--- config.mk ---
export PLATFORM = sky130hd
export DESIGN_NAME = cbs_bit_timing
export DESIGN_NICKNAME = d
export VERILOG_FILES = /design/src/logic/cbs_pkg.sv /design/src/logic/cbs_pin_driver.sv /design/src/logic/cbs_quantum_timer.sv /design/src/logic/cbs_bit_timing.sv
export VERILOG_INCLUDE_DIRS = /design/src /design/src/logic
export SDC_FILE = /design/constraint.sdc
export NUM_CORES = 1
export LEC_CHECK = 0
export BUFFER_PORTS_ARGS = -buffer_cell sky130_fd_sc_hd__buf_2
export CORE_MARGIN = 4
export CORE_UTILIZATION = 30
export CTS_BUF_LIST = sky130_fd_sc_hd__clkbuf_8
export DETAILED_ROUTE_END_ITERATION = 10
export GPL_TIMING_DRIVEN = 0
export PLACE_DENSITY = 0.54
export SLEW_MARGIN = 20
export SYNTH_ARGS = -nofsm -noshare
export SYNTH_HDL_FRONTEND = slang
export SYNTH_SLANG_ARGS = --single-unit
--- constraint.sdc ---
create_clock -name core_clk -period 2.1 [get_ports core_clk]
set_input_delay 0.42 -clock core_clk [delete_from_list [all_inputs] [get_ports core_clk]]
set_output_delay 0.42 -clock core_clk [all_outputs]
set_load 0.1 [all_outputs]
--- src/logic/cbs_regs.svh ---
// register offsets, field positions, reset values and timing for the can bit segment block
`ifndef CBS_REGS_SVH
`define CBS_REGS_SVH
`define CBS_ADDR_W 4
`define CBS_OFF_PRESCALE 4'h6
`define CBS_OFF_BIT_SEGMENT 4'h7
`define CBS_OFF_DRIVER 4'h8
`define CBS_OFF_MODE_CTRL 4'h0
`define CBS_RST_PRESCALE 8'h00
`define CBS_RST_BIT_SEGMENT 8'h00
`define CBS_RST_DRIVER 8'h00
`define CBS_RST_MODE_CTRL 8'h01
`define CBS_MODE_CFG_BIT 0
`define CBS_MODE_SLEEP_BIT 1
`define CBS_SEG_SAMPLE_BIT 7
`define CBS_SEG_AFTER_MSB 6
`define CBS_SEG_AFTER_LSB 4
`define CBS_SEG_BEFORE_MSB 3
`define CBS_SEG_BEFORE_LSB 0
`define CBS_PRESCALE_MSB 5
`define CBS_PIN1_LSB 5
`define CBS_PIN0_LSB 2
`define CBS_OUT_MODE_MSB 1
`define CBS_SYNC_QUANTA 1
`endif

--- src/logic/cbs_pkg.sv ---
// types shared by the can bit segment and output driver block
package cbs_pkg;
   typedef enum logic [1:0] {
      CBS_MODE_BIPHASE = 2'h0,
      CBS_MODE_TEST = 2'h1,
      CBS_MODE_NORMAL = 2'h2,
      CBS_MODE_CLOCK = 2'h3
   } cbs_out_mode_e;
   // one pin's driver settings: high-side, low-side, polarity
   typedef struct packed {
      logic high_side;
      logic low_side;
      logic polarity;
   } cbs_drv_cfg_s;
   // one pin towards the pad: level and output enable
   typedef struct packed {
      logic level;
      logic oe;
   } cbs_pin_s;
   typedef struct packed {
      logic [7:0] rd_data;
      logic [3:0] addr;
      logic [7:0] wr_data;
      logic wr;
      logic rd;
   } cbs_bus_s;
endpackage : cbs_pkg

--- src/logic/cbs_pin_driver.sv ---
// one serial transmit pin driver: high and low side transistor choice
`timescale 1ns/1ps
`default_nettype none
module cbs_pin_driver (
   // settings and data
   input wire cbs_pkg::cbs_drv_cfg_s cfg,
   input wire logic tx_bit,
   input wire logic force_float,
   input wire logic force_recessive,
   // pad side
   output var cbs_pkg::cbs_pin_s pin
);
   import cbs_pkg::*;
   logic high_on;
   logic low_on;
   logic rec_high;
   logic rec_low;
   // low side when bit equals polarity, high side when it differs
   assign low_on = cfg.low_side & (tx_bit == cfg.polarity);
   assign high_on = cfg.high_side & (tx_bit != cfg.polarity);
   // recessive is what the pin shows for a one bit
   assign rec_low = cfg.low_side & cfg.polarity;
   assign rec_high = cfg.high_side & ~cfg.polarity;
   always_comb begin
      if (force_float) begin
         pin = '{level: 1'b0, oe: 1'b0};
      end else if (force_recessive) begin
         pin = '{level: rec_high, oe: rec_high | rec_low};
      end else begin
         pin = '{level: high_on, oe: high_on | low_on};
      end
   end
endmodule : cbs_pin_driver
`default_nettype wire

--- src/logic/cbs_quantum_timer.sv ---
// quantum prescaler: one-cycle enable every quantum period
`timescale 1ns/1ps
`default_nettype none
`include "cbs_regs.svh"
module cbs_quantum_timer (
   // clock and reset
   input wire logic core_clk,
   input wire logic resetn,
   // control
   input wire logic run,
   input wire logic [5:0] quantum_prescaler,
   // quantum tick
   output logic quantum_tick
);
   import cbs_pkg::*;
   typedef struct packed {
      logic [6:0] count;
      logic tick;
   } cbs_qt_state_s;
   cbs_qt_state_s state;
   cbs_qt_state_s next_state;
   logic [6:0] terminal;
   // twice the oscillator period times prescaler plus one
   assign terminal = {quantum_prescaler, 1'b1};
   always_comb begin
      next_state = state;
      next_state.tick = 1'b0;
      if (!run) begin
         next_state.count = 7'h00;
      end else if (state.count >= terminal) begin
         next_state.count = 7'h00;
         next_state.tick = 1'b1;
      end else begin
         next_state.count = state.count + 7'h01;
      end
   end
   always_ff @(posedge core_clk or negedge resetn) begin
      if (!resetn) begin
         state <= '0;
      end else begin
         state <= next_state;
      end
   end
   assign quantum_tick = state.tick;
endmodule : cbs_quantum_timer
`default_nettype wire

--- src/logic/cbs_bit_timing.sv ---
// bit segment timing, sampling and serial transmit output driver control
`timescale 1ns/1ps
`default_nettype none
`include "cbs_regs.svh"
////////////////////////////////////////////////////////////////////////////////
module cbs_bit_timing (
   // clock and reset
   input wire logic core_clk,
   input wire logic resetn,
   // register port
   input wire logic [3:0] reg_addr,
   input wire logic [7:0] reg_wr_data,
   input wire logic reg_wr,
   input wire logic reg_rd,
   output logic [7:0] reg_rd_data,
   // transmit data from the protocol engine, same clock
   input wire logic tx_data,
   // receive comparator from the pad
   input wire logic rx_comp_pin,
   // sampled bus bit and its strobe
   output logic rx_bit,
   output logic rx_bit_valid,
   // bit start strobe towards the protocol engine
   output logic bit_start,
   // transmit pins: level and output enable
   output logic serial_tx_pin0,
   output logic serial_tx_pin0_oe,
   output logic serial_tx_pin1,
   output logic serial_tx_pin1_oe
);
   import cbs_pkg::*;
   typedef enum logic [1:0] {
      CBS_SYNC,
      CBS_BEFORE,
      CBS_AFTER
   } cbs_seg_e;
   typedef struct packed {
      logic [7:0] mode_ctrl;
      logic [7:0] prescale;
      logic [7:0] bit_segment_config;
      logic [7:0] driver_config;
      logic [7:0] rd_data;
      cbs_seg_e seg;
      logic [3:0] quanta;
      logic [2:0] samples;
      logic [1:0] sample_cnt;
      logic tx_bit;
      logic clk_pulse;
      logic biphase_pin1;
      logic rx_bit;
      logic rx_valid;
      logic bit_start;
      cbs_pin_s pin0;
      cbs_pin_s pin1;
      logic [1:0] rx_sync;
   } cbs_state_s;
   cbs_state_s state;
   cbs_state_s next_state;
   logic config_mode;
   logic sleep_mode;
   logic quantum_tick;
   logic rx_level;
   logic triple;
   logic [3:0] seg_before;
   logic [2:0] seg_after;
   cbs_out_mode_e out_mode;
   cbs_drv_cfg_s cfg0;
   cbs_drv_cfg_s cfg1;
   logic drv_bit0;
   logic drv_bit1;
   logic float0;
   logic float1;
   cbs_pin_s pin0_c;
   cbs_pin_s pin1_c;
   logic majority;
   ////////////////////////////////////////////////////////////////////////////////
   // field decode
   assign config_mode = state.mode_ctrl[`CBS_MODE_CFG_BIT];
   assign sleep_mode = state.mode_ctrl[`CBS_MODE_SLEEP_BIT];
   assign rx_level = state.rx_sync[1];
   assign triple = state.bit_segment_config[`CBS_SEG_SAMPLE_BIT];
   assign seg_before = state.bit_segment_config[`CBS_SEG_BEFORE_MSB:`CBS_SEG_BEFORE_LSB];
   assign seg_after = state.bit_segment_config[`CBS_SEG_AFTER_MSB:`CBS_SEG_AFTER_LSB];
   assign out_mode = cbs_out_mode_e'(state.driver_config[`CBS_OUT_MODE_MSB:0]);
   assign cfg1 = state.driver_config[`CBS_PIN1_LSB +: 3];
   assign cfg0 = state.driver_config[`CBS_PIN0_LSB +: 3];
   assign majority = (state.samples[0] & state.samples[1]) | (state.samples[0] & state.samples[2])
      | (state.samples[1] & state.samples[2]);
   ////////////////////////////////////////////////////////////////////////////////
   // quantum prescaler, halted in config mode so timing restarts cleanly
   cbs_quantum_timer u_quantum (
      .core_clk(core_clk),
      .resetn(resetn),
      .run(~config_mode),
      .quantum_prescaler(state.prescale[`CBS_PRESCALE_MSB:0]),
      .quantum_tick(quantum_tick)
   );
   ////////////////////////////////////////////////////////////////////////////////
   // per-mode bit routed to each pin driver
   always_comb begin
      drv_bit0 = state.tx_bit;
      drv_bit1 = state.tx_bit;
      float0 = 1'b0;
      float1 = 1'b0;
      case (out_mode)
         CBS_MODE_NORMAL: begin
            drv_bit1 = state.tx_bit;
         end
         CBS_MODE_CLOCK: begin
            drv_bit1 = state.clk_pulse;
         end
         CBS_MODE_TEST: begin
            drv_bit1 = rx_level;
         end
         CBS_MODE_BIPHASE: begin
            // dominant bit goes to one pin only, the other pin floats
            // so that the transformer sees no dc component
            drv_bit0 = state.tx_bit;
            drv_bit1 = state.tx_bit;
            float0 = state.tx_bit | state.biphase_pin1;
            float1 = state.tx_bit | ~state.biphase_pin1;
         end
         default: begin
            drv_bit1 = state.tx_bit;
         end
      endcase
   end
   cbs_pin_driver u_pin0 (
      .cfg(cfg0),
      .tx_bit(drv_bit0),
      .force_float(config_mode | float0),
      .force_recessive(sleep_mode),
      .pin(pin0_c)
   );
   cbs_pin_driver u_pin1 (
      .cfg(cfg1),
      .tx_bit(drv_bit1),
      .force_float(config_mode | float1),
      .force_recessive(sleep_mode),
      .pin(pin1_c)
   );
   ////////////////////////////////////////////////////////////////////////////////
   // register port, bit sequencer and sampling
   always_comb begin
      next_state = state;
      next_state.rx_sync = {state.rx_sync[0], rx_comp_pin};
      next_state.rx_valid = 1'b0;
      next_state.bit_start = 1'b0;
      next_state.rd_data = 8'h00;
      next_state.pin0 = pin0_c;
      next_state.pin1 = pin1_c;
      if (reg_wr) begin
         case (reg_addr)
            `CBS_OFF_MODE_CTRL: next_state.mode_ctrl = {6'h00, reg_wr_data[1:0]};
            `CBS_OFF_PRESCALE: if (config_mode) next_state.prescale = reg_wr_data;
            `CBS_OFF_BIT_SEGMENT: if (config_mode) next_state.bit_segment_config = reg_wr_data;
            `CBS_OFF_DRIVER: if (config_mode) next_state.driver_config = reg_wr_data;
            default: next_state.mode_ctrl = state.mode_ctrl;
         endcase
      end
      if (reg_rd) begin
         case (reg_addr)
            `CBS_OFF_MODE_CTRL: next_state.rd_data = state.mode_ctrl;
            `CBS_OFF_PRESCALE: next_state.rd_data = config_mode ? state.prescale : 8'h00;
            `CBS_OFF_BIT_SEGMENT: next_state.rd_data = config_mode ? state.bit_segment_config : 8'h00;
            `CBS_OFF_DRIVER: next_state.rd_data = config_mode ? state.driver_config : 8'h00;
            default: next_state.rd_data = 8'h00;
         endcase
      end
      if (config_mode) begin
         // hold the sequencer at a bit start while software reconfigures
         next_state.seg = CBS_SYNC;
         next_state.quanta = 4'h0;
         next_state.clk_pulse = 1'b0;
         next_state.biphase_pin1 = 1'b0;
         next_state.tx_bit = 1'b1;
      end else if (quantum_tick) begin
         next_state.clk_pulse = 1'b0;
         case (state.seg)
            CBS_SYNC: begin
               next_state.seg = CBS_BEFORE;
               next_state.quanta = 4'h0;
            end
            CBS_BEFORE: begin
               // last quanta of the first segment feed the triple sampler
               // widened so long segments do not wrap the comparison
               if ({1'b0, state.quanta} + 5'h02 >= {1'b0, seg_before}) begin
                  next_state.samples = {state.samples[1:0], rx_level};
               end
               if (state.quanta == seg_before) begin
                  next_state.seg = CBS_AFTER;
                  next_state.quanta = 4'h0;
                  next_state.rx_bit = triple ? majority : rx_level;
                  next_state.rx_valid = 1'b1;
               end else begin
                  next_state.quanta = state.quanta + 4'h1;
               end
            end
            CBS_AFTER: begin
               if (state.quanta == {1'b0, seg_after}) begin
                  next_state.seg = CBS_SYNC;
                  next_state.quanta = 4'h0;
                  next_state.bit_start = 1'b1;
                  next_state.tx_bit = tx_data;
                  next_state.clk_pulse = 1'b1;
                  if (state.tx_bit == 1'b0 && out_mode == CBS_MODE_BIPHASE) begin
                     next_state.biphase_pin1 = ~state.biphase_pin1;
                  end
               end else begin
                  next_state.quanta = state.quanta + 4'h1;
               end
            end
            default: begin
               next_state.seg = CBS_SYNC;
            end
         endcase
      end
   end
   always_ff @(posedge core_clk or negedge resetn) begin
      if (!resetn) begin
         state <= '0;
         state.mode_ctrl <= `CBS_RST_MODE_CTRL;
         state.prescale <= `CBS_RST_PRESCALE;
         state.bit_segment_config <= `CBS_RST_BIT_SEGMENT;
         state.driver_config <= `CBS_RST_DRIVER;
         state.seg <= CBS_SYNC;
         state.tx_bit <= 1'b1;
         state.rx_bit <= 1'b1;
      end else begin
         state <= next_state;
      end
   end
   ////////////////////////////////////////////////////////////////////////////////
   // outputs, all registered
   assign reg_rd_data = state.rd_data;
   assign rx_bit = state.rx_bit;
   assign rx_bit_valid = state.rx_valid;
   assign bit_start = state.bit_start;
   assign serial_tx_pin0 = state.pin0.level;
   assign serial_tx_pin0_oe = state.pin0.oe;
   assign serial_tx_pin1 = state.pin1.level;
   assign serial_tx_pin1_oe = state.pin1.oe;
   ////////////////////////////////////////////////////////////////////////////////
   // checks
   AST_CFG_FLOAT: assert property (@(posedge core_clk) disable iff (!resetn)
      $past(config_mode) && config_mode |-> !serial_tx_pin0_oe && !serial_tx_pin1_oe)
      else $error("transmit driver active in config mode");
   AST_WR_LOCK: assert property (@(posedge core_clk) disable iff (!resetn)
      reg_wr && reg_addr == `CBS_OFF_DRIVER && !config_mode |=> $stable(state.driver_config))
      else $error("driver register changed outside config mode");
   AST_RD_LOCK: assert property (@(posedge core_clk) disable iff (!resetn)
      reg_rd && reg_addr == `CBS_OFF_BIT_SEGMENT && !config_mode |=> reg_rd_data == 8'h00)
      else $error("segment register visible outside config mode");
   AST_SAMPLE_ONCE: assert property (@(posedge core_clk) disable iff (!resetn)
      quantum_tick && !config_mode && state.seg == CBS_BEFORE && state.quanta == seg_before
      && !triple |=> rx_bit == $past(rx_level))
      else $error("single sample mismatch");
   AST_AFTER_LEN: assert property (@(posedge core_clk) disable iff (!resetn)
      rx_bit_valid |-> state.seg == CBS_AFTER && state.quanta == 4'h0)
      else $error("sample point not at segment boundary");
   AST_BIT_START: assert property (@(posedge core_clk) disable iff (!resetn)
      bit_start |-> state.seg == CBS_SYNC && state.clk_pulse)
      else $error("bit start without sync segment");
   AST_SLEEP_REC: assert property (@(posedge core_clk) disable iff (!resetn)
      sleep_mode && !config_mode && $past(sleep_mode) && $past(config_mode) == 1'b0
      && cfg0.low_side && cfg0.polarity && $stable(state.driver_config) |-> !serial_tx_pin0)
      else $error("sleep pin0 not recessive");
   AST_BIPHASE_ONE: assert property (@(posedge core_clk) disable iff (!resetn)
      !config_mode && !sleep_mode && out_mode == CBS_MODE_BIPHASE && state.tx_bit
      |=> !serial_tx_pin0_oe || $past(config_mode))
      else $error("bi-phase recessive bit not floating");
   // a dominant bi-phase bit must never drive both pins at once,
   // otherwise the line would carry a dc component
   AST_BIPHASE_SPLIT: assert property (@(posedge core_clk) disable iff (!resetn)
      !config_mode && !sleep_mode && out_mode == CBS_MODE_BIPHASE && !state.tx_bit
      |=> !(serial_tx_pin0_oe && serial_tx_pin1_oe))
      else $error("bi-phase dominant bit on both pins");
   // push-pull pin 1 in clock mode shows the pulse right after bit start
   AST_CLK_PULSE: assert property (@(posedge core_clk) disable iff (!resetn)
      bit_start && out_mode == CBS_MODE_CLOCK && !config_mode && !sleep_mode
      && cfg1.high_side && cfg1.low_side && !cfg1.polarity
      |=> serial_tx_pin1 && serial_tx_pin1_oe)
      else $error("clock pulse missing at bit start");
   // test mode routes the synchronised comparator onto pin 1
   AST_TEST_ROUTE: assert property (@(posedge core_clk) disable iff (!resetn)
      !config_mode && !sleep_mode && out_mode == CBS_MODE_TEST
      && cfg1.high_side && !cfg1.low_side && !cfg1.polarity
      |=> serial_tx_pin1 == $past(rx_level))
      else $error("comparator not routed to pin1");
   // normal mode push-pull pin 0 follows the bit being sent
   AST_NORMAL_PIN0: assert property (@(posedge core_clk) disable iff (!resetn)
      !config_mode && !sleep_mode && out_mode == CBS_MODE_NORMAL
      && cfg0.high_side && cfg0.low_side && !cfg0.polarity
      |=> serial_tx_pin0 == $past(state.tx_bit) && serial_tx_pin0_oe)
      else $error("pin0 does not follow bit in normal mode");
   // the segment counters never run past their programmed lengths
   AST_SEG_BEFORE: assert property (@(posedge core_clk) disable iff (!resetn)
      state.seg == CBS_BEFORE |-> state.quanta <= seg_before)
      else $error("segment before sample overran");
   AST_SEG_AFTER: assert property (@(posedge core_clk) disable iff (!resetn)
      state.seg == CBS_AFTER |-> state.quanta <= {1'b0, seg_after})
      else $error("segment after sample overran");
   // quantum ticks are single-cycle enables, never back to back,
   // since the shortest quantum is two oscillator periods
   AST_QUANTUM_GAP: assert property (@(posedge core_clk) disable iff (!resetn)
      quantum_tick |=> !quantum_tick)
      else $error("quantum ticks back to back");
endmodule : cbs_bit_timing
`default_nettype wire

==> results by group, run 1 <==
Status
  • Status: finished clean

Floorplanning
  • Die footprint: between 0.01 and 0.015 mm2
  • Core ar.: about 0.010 mm2
  • Die W: 111 um
  • Die Y-Extent: around 110 um
  • Row count: 37
  • Starting Density: between 30% and 40%
  • # IOs: 33

Yosys
  • Synth Area in Compound Gates: ~11%
  • Largest family of logic cells by synthesized area: simple AND/OR/NAND/NOR gates
  • FF+latch count, synth: 63
  • Ys Warns: 0
  • Synth top area cells: dfrtp_1 47%, ha_1 6.7%, mux2_1 5.3%
  • XOR/XNOR share of the synthesized area: 3.57%
  • Average size of a mapped cell: about 11 um2
  • Post-synth top area cell: dfrtp_1
  • Synth unique cells: 50
  • Share of the synthesized area in the top cell type: approximately 47%
  • EDFF count, synth: 0
  • Simple-gate share of the synthesized area: 14.6%
  • Ys async rst share: between 90% and 100%
  • Post-Syn Area: around 0.0032 mm2
  • Top-count cell post-synth: dfrtp_1
  • Syn nets: 336
  • Cells after Synth: approximately 300
  • Seq/Total Area, Yosys: 49.5%
  • Post-synthesis mux area share: 8.59%
  • Top_reg_cell synth: dfrtp_1
  • Post-synth top cells: 60 x dfrtp_1, 33 x nor2_1, 22 x nand2_1
  • Adder-Cell Fraction of Synth Area: under 10%

CTS
  • H-tree depth: 3
  • CTS Sinks: 63
  • TritonCTS clock tree: built
  • CTS root buf: clkbuf_8
  • Clock-pin transition on the worst setup and hold timing paths: 70 ps
  • Cts bufs inserted: 9
  • Clock Latency Late Sink: 340 ps
  • Clock buffer depth: 2

Global routing
  • Busiest grt layer: met2
  • Vias in the first global route: about 2,300
  • Largest net degree at the start of global routing: 42
  • Remaining Overflow, GRT: 0
  • First-pass GRT wire length: between 10,000 and 15,000 um
  • Met3 usage: about 4.5%
  • Global routing usage on met2: between 10% and 20%
  • Routing usage on met1: approximately 16%
  • Initial antenna violation count: 1
  • GRT Total Usage: between 10% and 20%

Job
  • Max Cap Violations: 0

Worst setup path
  • Critical path capture point type: flop
  • Critical Path Sink: state[15]$_DFFE_PN0P_
  • Req. time, crit path: between 2000 and 2500 ps
  • Worst R2R Start: state[18]$_DFFE_PN0P_
  • Critical Path Max Stage Delay: ~450 ps
  • Critical Path Slowest Stage Cell: dfrtp_2
  • CP Launch Point: state[18]$_DFFE_PN0P_
  • Crit Path Category: flop to flop
  • CP Max Fanout: 5
  • Critical-path cell list: ha_2 > xor2_1 > ha_1 > a31o_1 > a211oi_2 > or3_4 > mux2_4
  • Setup crit start kind: flop
  • Register-to-Register Path Depth: 7
  • Setup slack, reg-to-reg: 120 ps
  • WP data arrival: around 2200 ps
  • Reg-to-reg endpoint: state[15]$_DFFE_PN0P_

Layout
  • Number of standard cells in the final layout excluding fillers: 488
  • Layout cells sized above 1: between 20% and 30%
  • Layout overhead on the synthesized area: 18.5%
  • Area occupied by registers: roughly 0.0016 mm2
  • Number of diodes: 0
  • Nets: about 380
  • Fill count: 1,028
  • Multi-input gate area: ~0.0014 mm2

Detailed routing
  • Routed wire per std cell: about 14 um
  • Vias/cell: ~4.7
  • Number of detailed-route iterations in the first pass: 4
  • Final Routed Wirelength: about 6900 um
  • Post-DRT Antenna Nets: 0
  • DRC errors left: 0
  • Vias: between 2,000 and 2,500
  • DR iter-0 viols: 70

Power and ir drop
  • Power Total: 0.00333 W
  • Peak supply drop: 0.343 mV
  • Leakage: approximately 1.8 nW
  • Pwr Density: just under 900 mW/mm2

STA
  • Period minus WS final: 1980 ps
  • Final Hold Vio Count: 0
  • Final setup viols: 0
  • Final TNS setup: 0 ps
  • Slew Limit Headroom: between 60% and 70%
  • RSZ-0062 raised after global routing: false
  • Least-Margin Pin Slew: about 560 ps
  • Fin crit share: between 90% and 100%
  • Fmax: about 0.5 GHz
  • Pins Over Slew Limit: 0
  • Worst Skew: 8.44 ps

Hold path
  • Worst hold-check path type: input pin to flop

Placed design
  • Port buffer count: 32
  • GPL Wtd Cong: between 0.7 and 0.8
  • Dpl cells: 470
  • Hpwl dp: roughly 5300 um
kinds of logic after synthesis:
group           after synthesis
fa+ha+maj                    18
mux                          24
buf+inv                      37
compound gates               53
flops                        63
xor+xnor                     13
simple gates                 93
critical path, delay by kind of cell (launching register included):
family | cells | cell delay [ps]
flip-flops | 1 | 450
XOR/XNOR | 1 | 140
adder cells (fa/ha/maj) | 2 | 380
multiplexers | 1 | 300
AO/OA/AOI/OAI | 2 | 410
AND/OR/NAND/NOR | 1 | 190
metal layers:
layer  vias to the layer above  share of wire (%)
met2                        33                 46
met5                         -               0.10
li1                       1132                  -
met3                        10                4.8
met1                      1096                 48
met4                         2                1.4
stage by stage:
step / cell area, um2 / util (%) / hold slack, ps / setup slack, ps
6_report: 3780 / 36.6 / 186 / 118
3_5_place_dp: 3540 / 34.3 / 337 / -3.08
2_1_floorplan: 3190 / - / 124 / 178
4_1_cts: 3760 / 36.4 / 170 / 14.3
3_3_place_gp: 3520 / 34.1 / 337 / 51.5
5_1_grt: 3780 / 36.6 / 167 / 28.6
worst min-delay path by stage:
stage | from | end | depth (start not counted)
global placement | next_state[1]$_DFF_PN0_ | rx_level$_DFF_PN0_ | 0
global route | rx_comp_pin | next_state[1]$_DFF_PN0_ | 1
floorplan | resetn | bit_start$_DFF_PN0_ | 0
finish | rx_comp_pin | next_state[1]$_DFF_PN0_ | 1
detailed placement | resetn | state[16]$_DFFE_PN0P_ | 1
CTS | rx_comp_pin | next_state[1]$_DFF_PN0_ | 1
timing repair:
item,4_1_cts,5_1_grt
endpoints found under the setup margin,3,3
pin swaps,0,1
buffers inserted,0,1
hold endpoints to repair,20,0
hold buffers,1,0
resized for setup,1,4
state kept, by name, indices dropped and copies added, names as in the netlist, 2 cells and up:
register	flops
state	20
reg_rd_data	8
u_quantum.state	7
seg_before	4
cfg0	3
cfg1	3
seg_after	3
out_mode	2
cell usage in the layout, fill, tap and decap left out, types with 4 or more instances in the layout:
cell type | Yosys | final
buf_4 | 12 | 14
clkbuf_1 | 4 | 4
dfrtp_1 | 60 | 57
ha_1 | 17 | 16
a22oi_1 | 8 | 8
mux2_1 | 15 | 15
nand2_1 | 22 | 22
buf_2 | 2 | 33
o21ai_1 | 10 | 10
nand2b_1 | 6 | 6
a31oi_1 | 7 | 7
nand3_1 | 7 | 7
clkbuf_8 | 0 | 11
nor2_1 | 33 | 33
inv_1 | 19 | 19
xnor2_1 | 4 | 4
a21oi_1 | 9 | 9
o21ai_0 | 4 | 4
xor2_1 | 9 | 9
mux2i_1 | 6 | 6
where the power goes:
part           internal (W)  switching, W  total, W  leakage [nW]
sequential          0.00138      0.000167   0.00155         0.806
combinational      0.000257      0.000417  0.000674         0.938
clock              0.000611      0.000492   0.00110         0.105
layout make-up:
type                            count  share of cell area, %
Buffer                             18                   3.05
Clock buffer                       11                   4.01
Clock inverter                      5                   1.49
Inverter                           19                   1.89
Multi-Input combinational cell    201                   37.9
Sequential cell                    63                   41.9
Tap cell                          136                   4.50
Timing Repair Buffer               35                   5.30
Power figures use the tool's default switching activity.
==> inputs of run 2 (changes only) <==
- clock period: 2.1 -> 2.05 ns (I/O delays scaled with it)
==> run 2 against run 1 <==
Net effect:
- maximum frequency rose by 0.51%
- sequential power rose by 3%
- wire length rose by 0.78%
- critical path type unchanged
- via count rose by 1.0%
==> results by group, run 2 (synthesis gave the netlist of run 1 again) <==
Worst setup path
  • CP Launch Point: state[19]$_DFFE_PN0P_
  • Worst R2R Start: state[19]$_DFFE_PN0P_
  • Critical path depth: 7
  • Critical Path Sink: state[15]$_DFFE_PN0P_
  • Critical-path cell list: ha_4 > xor2_1 > ha_1 > a31o_1 > a211oi_2 > or3_4 > mux2_4
  • Critical Path Max Stage Delay: roughly 460 ps
  • Crit Path Category: flop to flop
  • Register-to-Register Path Depth: 7
  • CP Max Fanout: 5
  • Critical path capture point type: flop
  • WP data arrival: ~2200 ps
  • Number of buffer and inverter stages on the critical path: 0
  • Setup slack, reg-to-reg: ~78 ps
  • Delay-heaviest family, CP: flip-flops
  • Req. time, crit path: around 2300 ps
  • Critical Path Slowest Stage Cell: dfrtp_2
  • Reg-to-reg endpoint: state[15]$_DFFE_PN0P_
  • Setup crit start kind: flop

Detailed routing
  • Routed wire per std cell: ~14 um
  • Vias: roughly 2,300
  • Final Routed Wirelength: around 7000 um
  • DRC errors left: 0
  • Post-DRT Antenna Nets: 0
  • DR iter-0 viols: between 70 and 80
  • Number of detailed-route iterations in the first pass: 4
  • Vias/cell: ~4.7

Placed design
  • Cell Area, Placed: 0.00354 mm2
  • Port buffer count: 32
  • GPL Wtd Cong: around 0.80
  • Hpwl dp: 5290 um

Power and ir drop
  • P_sw: between 0.001 and 0.0015 W
  • Peak supply drop: roughly 0.35 mV
  • Clock share of power: between 30% and 40%
  • P_int: ~0.0023 W
  • Leakage: approximately 1.9 nW
  • Sw frac: between 30% and 40%
  • Gate power share: 20.3%
  • Pwr Density: roughly 900 mW/mm2
  • Power Total: around 0.0034 W
  • Reg power frac: 46.5%

Hold path
  • Worst hold-check path type: input pin to flop
  • Hold depth: 1

STA
  • Fin crit share: a little over nine tenths
  • Pins Over Slew Limit: 0
  • Fmax: just over 0.5 GHz
  • Worst Skew: 8.17 ps
  • Least-Margin Pin Slew: 561 ps
  • Period minus WS final: roughly 2000 ps
  • Final Hold Vio Count: 0
  • Slew Limit Headroom: 62.4%
  • Final setup viols: 0

Floorplanning
  • Row count: 37
  • Die W: about 110 um
  • Die footprint: about 0.012 mm2
  • # IOs: 33
  • Starting Density: roughly 30%
  • Die Y-Extent: between 100 and 150 um
  • Core ar.: 0.0103 mm2

CTS
  • Clock-pin transition on the worst setup and hold timing paths: roughly 70 ps
  • Clock Latency Late Sink: 340 ps
  • Clock buffer depth: 2
  • CTS Sinks: 63
  • TritonCTS clock tree: built
  • CTS root buf: clkbuf_8
  • H-tree depth: 3
  • Cts bufs inserted: 9

Global routing
  • Initial antenna violation count: 1
  • Routing usage on met1: 15.6%
  • Global routing usage on met2: around a fifth
  • Busiest grt layer: met2
  • Met3 usage: 4.48%
  • GRT Total Usage: 12.1%
  • Largest net degree at the start of global routing: 42
  • Remaining Overflow, GRT: 0
  • Vias in the first global route: between 2,000 and 2,500
  • First-pass GRT wire length: 12,000 um

Layout
  • Post-layout util: ~37%
  • Most frequent cells in the layout: 57 x dfrtp_1, 33 x nor2_1, 33 x buf_2
  • Layout overhead on the synthesized area: 19.2%
  • Fill count: slightly above 1,000
  • Max FFs per register: 20
  • Nets: 383
  • Number of diodes: 0
  • Final instance area: between 0.003 and 0.004 mm2
  • Most common cell after layout, fill and taps aside: dfrtp_1
  • Largest Register: state
  • Layout cells sized above 1: between 20% and 30%

Status
  • Status: finished clean

Job
  • Max Cap Violations: 0
run 2: through the flow:
| step | setup TNS [ps] | worst slack [ps] | hold WS, ps | std cells |
|---|---|---|---|---|
| finish | 0 | 78.3 | 175 | 489 |
| floorplan | 0 | 128 | 114 | 301 |
| global placement | 0 | 1.49 | 337 | 469 |
| global route | -45.9 | -22.4 | 157 | 489 |
| CTS | 0 | 19.0 | 160 | 487 |
| detailed placement | -153 | -53.1 | 333 | 470 |
run 2: repair_timing:
action                                 CTS  global route
endpoints found under the hold margin   20             0
resized for setup                        3             4
setup endpoints to repair                3             6
pin swaps                                1             1
hold buffers                             1             0
buffers inserted                         0             2
run 2: routing by layer:
layer  share of wire, %  wire length [um]  vias up
li1                   -                 -     1136
met1                 48              3320     1113
met2                 46              3200       34
met4                1.7               116        2
met3                4.7               325       11
met5               0.19                13        -
run 2: worst min path at each step:
stage                                       start                 endpoint  slack [ps]
after floorplan                            resetn      bit_start$_DFF_PN0_         110
after global placement    next_state[1]$_DFF_PN0_       rx_level$_DFF_PN0_         340
after detailed placement                   resetn    state[16]$_DFFE_PN0P_         330
after CTS                             rx_comp_pin  next_state[1]$_DFF_PN0_         160
after global routing                  rx_comp_pin  next_state[1]$_DFF_PN0_         160
final                                 rx_comp_pin  next_state[1]$_DFF_PN0_         170
run 2: area by class of cell:
| cell class | instances | area, um2 | area share (%) |
|---|---|---|---|
| buffer | 18 | 115 | 3.03 |
| clock buffer | 11 | 151 | 3.98 |
| clock inverter | 5 | 56.3 | 1.48 |
| inverter | 19 | 71.3 | 1.88 |
| multi-input combinational | 201 | 1450 | 38.0 |
| sequential | 63 | 1580 | 41.7 |
| tap | 136 | 170 | 4.48 |
| timing repair buffer | 36 | 208 | 5.46 |
run 2: power groups by stage:
stage	Sequential, W	Clock, W	Combinational [W]
global placement	0.00161	0	0.000672
floorplan	0.00164	0	0.000426
CTS	0.00159	0.00116	0.000702
detailed placement	0.00161	0	0.000692
finish	0.00159	0.00113	0.000693
global route	0.00161	0.00122	0.000792
run 2: worst register-to-register path: stages, from the launching register on:
cell and delay [ps]:
dfrtp_2 460, ha_4 180, xor2_1 140, ha_1 170, a31o_1 210, a211oi_2 210
or3_4 200, mux2_4 300
==> inputs of run 3 (changes only) <==
- ABC_AREA: unset -> 1
==> run 3 against run 2 <==
Net effect:
- combinational power up 76%
- global-route usage grew 0.78 points
- die area grew 8.4%
- synthesized cell count grew 34%
- sequential power increased by 5%
- power increased by 25%
- area after synthesis is 9.0% higher
- worst setup slack better by 91 ps
- cell area is 8.0% higher
- critical path type unchanged
- critical endpoint is now state[16]$_DFFE_PN0P_
==> results by group, run 3 <==
Floorplanning
  • Die Y-Extent: about 120 um
  • # IOs: 33
  • Core ar.: 0.0114 mm2
  • Die W: ~120 um
  • Row count: 39
  • Starting Density: approximately 30%
  • Die footprint: ~0.013 mm2

Detailed routing
  • Final Routed Wirelength: approximately 7900 um
  • Routed wire per std cell: roughly 13 um
  • Number of detailed-route iterations in the first pass: 4
  • Post-DRT Antenna Nets: 0
  • Vias/cell: approximately 4.5
  • DRC errors left: 0
  • DR iter-0 viols: 150
  • Vias: roughly 2,700

STA
  • Final TNS setup: 0 ps
  • Final Hold Vio Count: 0
  • Fin crit share: slightly above 90%
  • Fmax: between 0.5 and 0.6 GHz
  • Least-Margin Pin Slew: between 400 and 500 ps
  • Pins Over Slew Limit: 0
  • Period minus WS final: roughly 1900 ps
  • Slew Limit Headroom: between 60 and 70%
  • Final setup viols: 0
  • RSZ-0062 raised after global routing: false
  • Worst Skew: around 12 ps

CTS
  • Setup repair bufs after CTS: 0
  • Clock buffer depth: 2
  • CTS Sinks: 63
  • H-tree depth: 3
  • Cts bufs inserted: 9
  • Clock-pin transition on the worst setup and hold timing paths: ~70 ps
  • Clock Latency Late Sink: roughly 350 ps
  • CTS root buf: clkbuf_8
  • TritonCTS clock tree: built

Layout
  • Fill count: 1,171
  • Max FFs per register: 20
  • Multi-input gate area: around 0.0016 mm2
  • Most common cell after layout, fill and taps aside: nand2_1
  • Number of diodes: 0
  • Nets: between 400 and 500
  • Layout cells sized above 1: 25.6%
  • Largest Register: state
  • Number of standard cells in the final layout excluding fillers: between 500 and 600
  • Area occupied by registers: 0.00158 mm2
  • Layout overhead on the synthesized area: 18.1%
  • Most frequent cells in the layout: 99 x nand2_1, 60 x inv_1, 58 x dfrtp_1

Hold path
  • Hold depth: 1
  • Worst hold-check path type: input pin to flop
  • Hold Path Origin: rx_comp_pin
  • Min-Delay Endpoint: next_state[1]$_DFF_PN0_

Yosys
  • Cells after Synth: 404
  • Post-Syn Area: 0.00348 mm2
  • Post-synth top area cell: dfrtp_1
  • Average size of a mapped cell: 8.61 um2
  • EDFF count, synth: 0
  • Post-synth top cells: 99 x nand2_1, 60 x dfrtp_1, 60 x inv_1
  • Syn nets: 439
  • Ys async rst share: 100%
  • Seq/Total Area, Yosys: between 40% and 50%
  • Synth unique cells: 37
  • Top_reg_cell synth: dfrtp_1
  • Top-count cell post-synth: nand2_1
  • Share of the synthesized area in the top cell type: 43.2%
  • Ys Warns: 0
  • Synth top area cells: dfrtp_1 43%, nand2_1 11%, inv_1 6.5%
  • FF+latch count, synth: 63

Placed design
  • GPL Wtd Cong: 0.838
  • Port buffer count: 32
  • Hpwl dp: 6120 um
  • Dpl cells: 580

Power and ir drop
  • Clock share of power: roughly a third
  • Gate power share: roughly 29%
  • P_int: around 0.0027 W
  • Sw frac: 36.7%
  • Leakage: roughly 2.1 nW
  • Pwr Density: about 1000 mW/mm2
  • Peak supply drop: roughly 0.52 mV
  • P_sw: ~0.0016 W
  • Reg power frac: between 30% and 40%

Worst setup path
  • Critical-path cell list: ha_1 > xor2_1 > ha_1 > nand2_1 > nor2_1 > nand2_1 > nand4_1 > nand2_1 > nand2_1 > nand2_1
  • Register-to-Register Path Depth: 10
  • Crit Path Category: flop to flop
  • CP Max Fanout: 5
  • Setup crit start kind: flop
  • Req. time, crit path: around 2300 ps
  • Critical Path Max Stage Delay: ~450 ps
  • Setup slack, reg-to-reg: between 150 and 200 ps
  • Worst R2R Start: state[18]$_DFFE_PN0P_
  • Critical path capture point type: flop
  • WP data arrival: about 2100 ps
  • Critical Path Slowest Stage Cell: dfrtp_2
  • Most used cell, CP: nand2_1
  • Reg-to-reg endpoint: state[16]$_DFFE_PN0P_

Global routing
  • Remaining Overflow, GRT: 0
  • First-pass GRT wire length: roughly 13,000 um
  • Initial antenna violation count: 0
  • Vias in the first global route: ~2,600
  • GRT Total Usage: roughly an eighth
  • Largest net degree at the start of global routing: 41

Job
  • Max Cap Violations: 0

Status
  • Status: finished clean
run 3: critical path: cells and delay by family, from the launching register on:
kind          cells  cell delay [ps]
flops             1              450
xor+xnor          1              160
simple gates      7              630
fa+ha+maj         2              550
run 3: what timing repair did:
action | CTS | global route
hold endpoints to repair | 21 | 0
hold buffers | 1 | 0
setup endpoints to repair | 0 | 3
resized for setup | 0 | 2
run 3: cell type report:
class                   count  share of cell area (%)
plain buffers              12                    2.41
flip-flops and latches     63                    38.5
clock inverters             6                    2.83
multi-input cells         264                    37.8
well taps                 143                    4.36
clock buffers              10                    3.35
repair buffers             34                    4.69
inverters                  65                    6.06
run 3: worst max path at each step:
stage                     cells past startpoint               endpoint  slack [ps]                  start
after floorplan                              10  state[15]$_DFFE_PN0P_         360  state[19]$_DFFE_PN0P_
after global placement                       10  state[14]$_DFFE_PN0P_         210  state[19]$_DFFE_PN0P_
after detailed placement                     10  state[16]$_DFFE_PN0P_         180  state[19]$_DFFE_PN0P_
after CTS                                    10  state[16]$_DFFE_PN0P_         160  state[19]$_DFFE_PN0P_
after global routing                         10  state[14]$_DFFE_PN0P_           4  state[19]$_DFFE_PN0P_
final                                        10  state[16]$_DFFE_PN0P_         170  state[18]$_DFFE_PN0P_
run 3: power groups by stage:
stage	registers (W)	logic, W	clock network (W)
6_report	0.00167	0.00122	0.00136
5_1_grt	0.00170	0.00139	0.00145
4_1_cts	0.00167	0.00123	0.00140
3_5_place_dp	0.00169	0.00122	0
3_3_place_gp	0.00169	0.00119	0
2_1_floorplan	0.00181	0.000778	0
run 3: layer usage:
layer  routed length (um)  GRT usage (%)  vias to the layer above  share of wire, %
met4                  124           4.33                        0               1.6
met5                    0              0                        -                 0
met1                 3760           17.5                     1262                47
met3                  333           2.92                       12               4.2
met2                 3700           20.3                       53                47
li1                     -              -                     1380                 -
run 3: kinds of logic after synthesis:
kind of cell	synth area share, %
AOI/OAI and AO/OA	13.1
xor gates and xnor gates	2.01
adders and majority gates	6.11
buffers and inverters	10.0
DFF	45.4
and+or+nand+nor	23.3
run 3: per-stage QoR:
stage	hold slack (ps)	instance area [um2]	setup WS (ps)	util, %	total power [W]
after floorplan	114	3480	357	-	0.00259
after global placement	336	3820	213	33.6	0.00288
after detailed placement	334	3840	176	33.8	0.00292
after CTS	179	4100	162	36.1	0.00430
after global routing	176	4110	4.04	36.1	0.00454
final	189	4110	169	36.1	0.00426
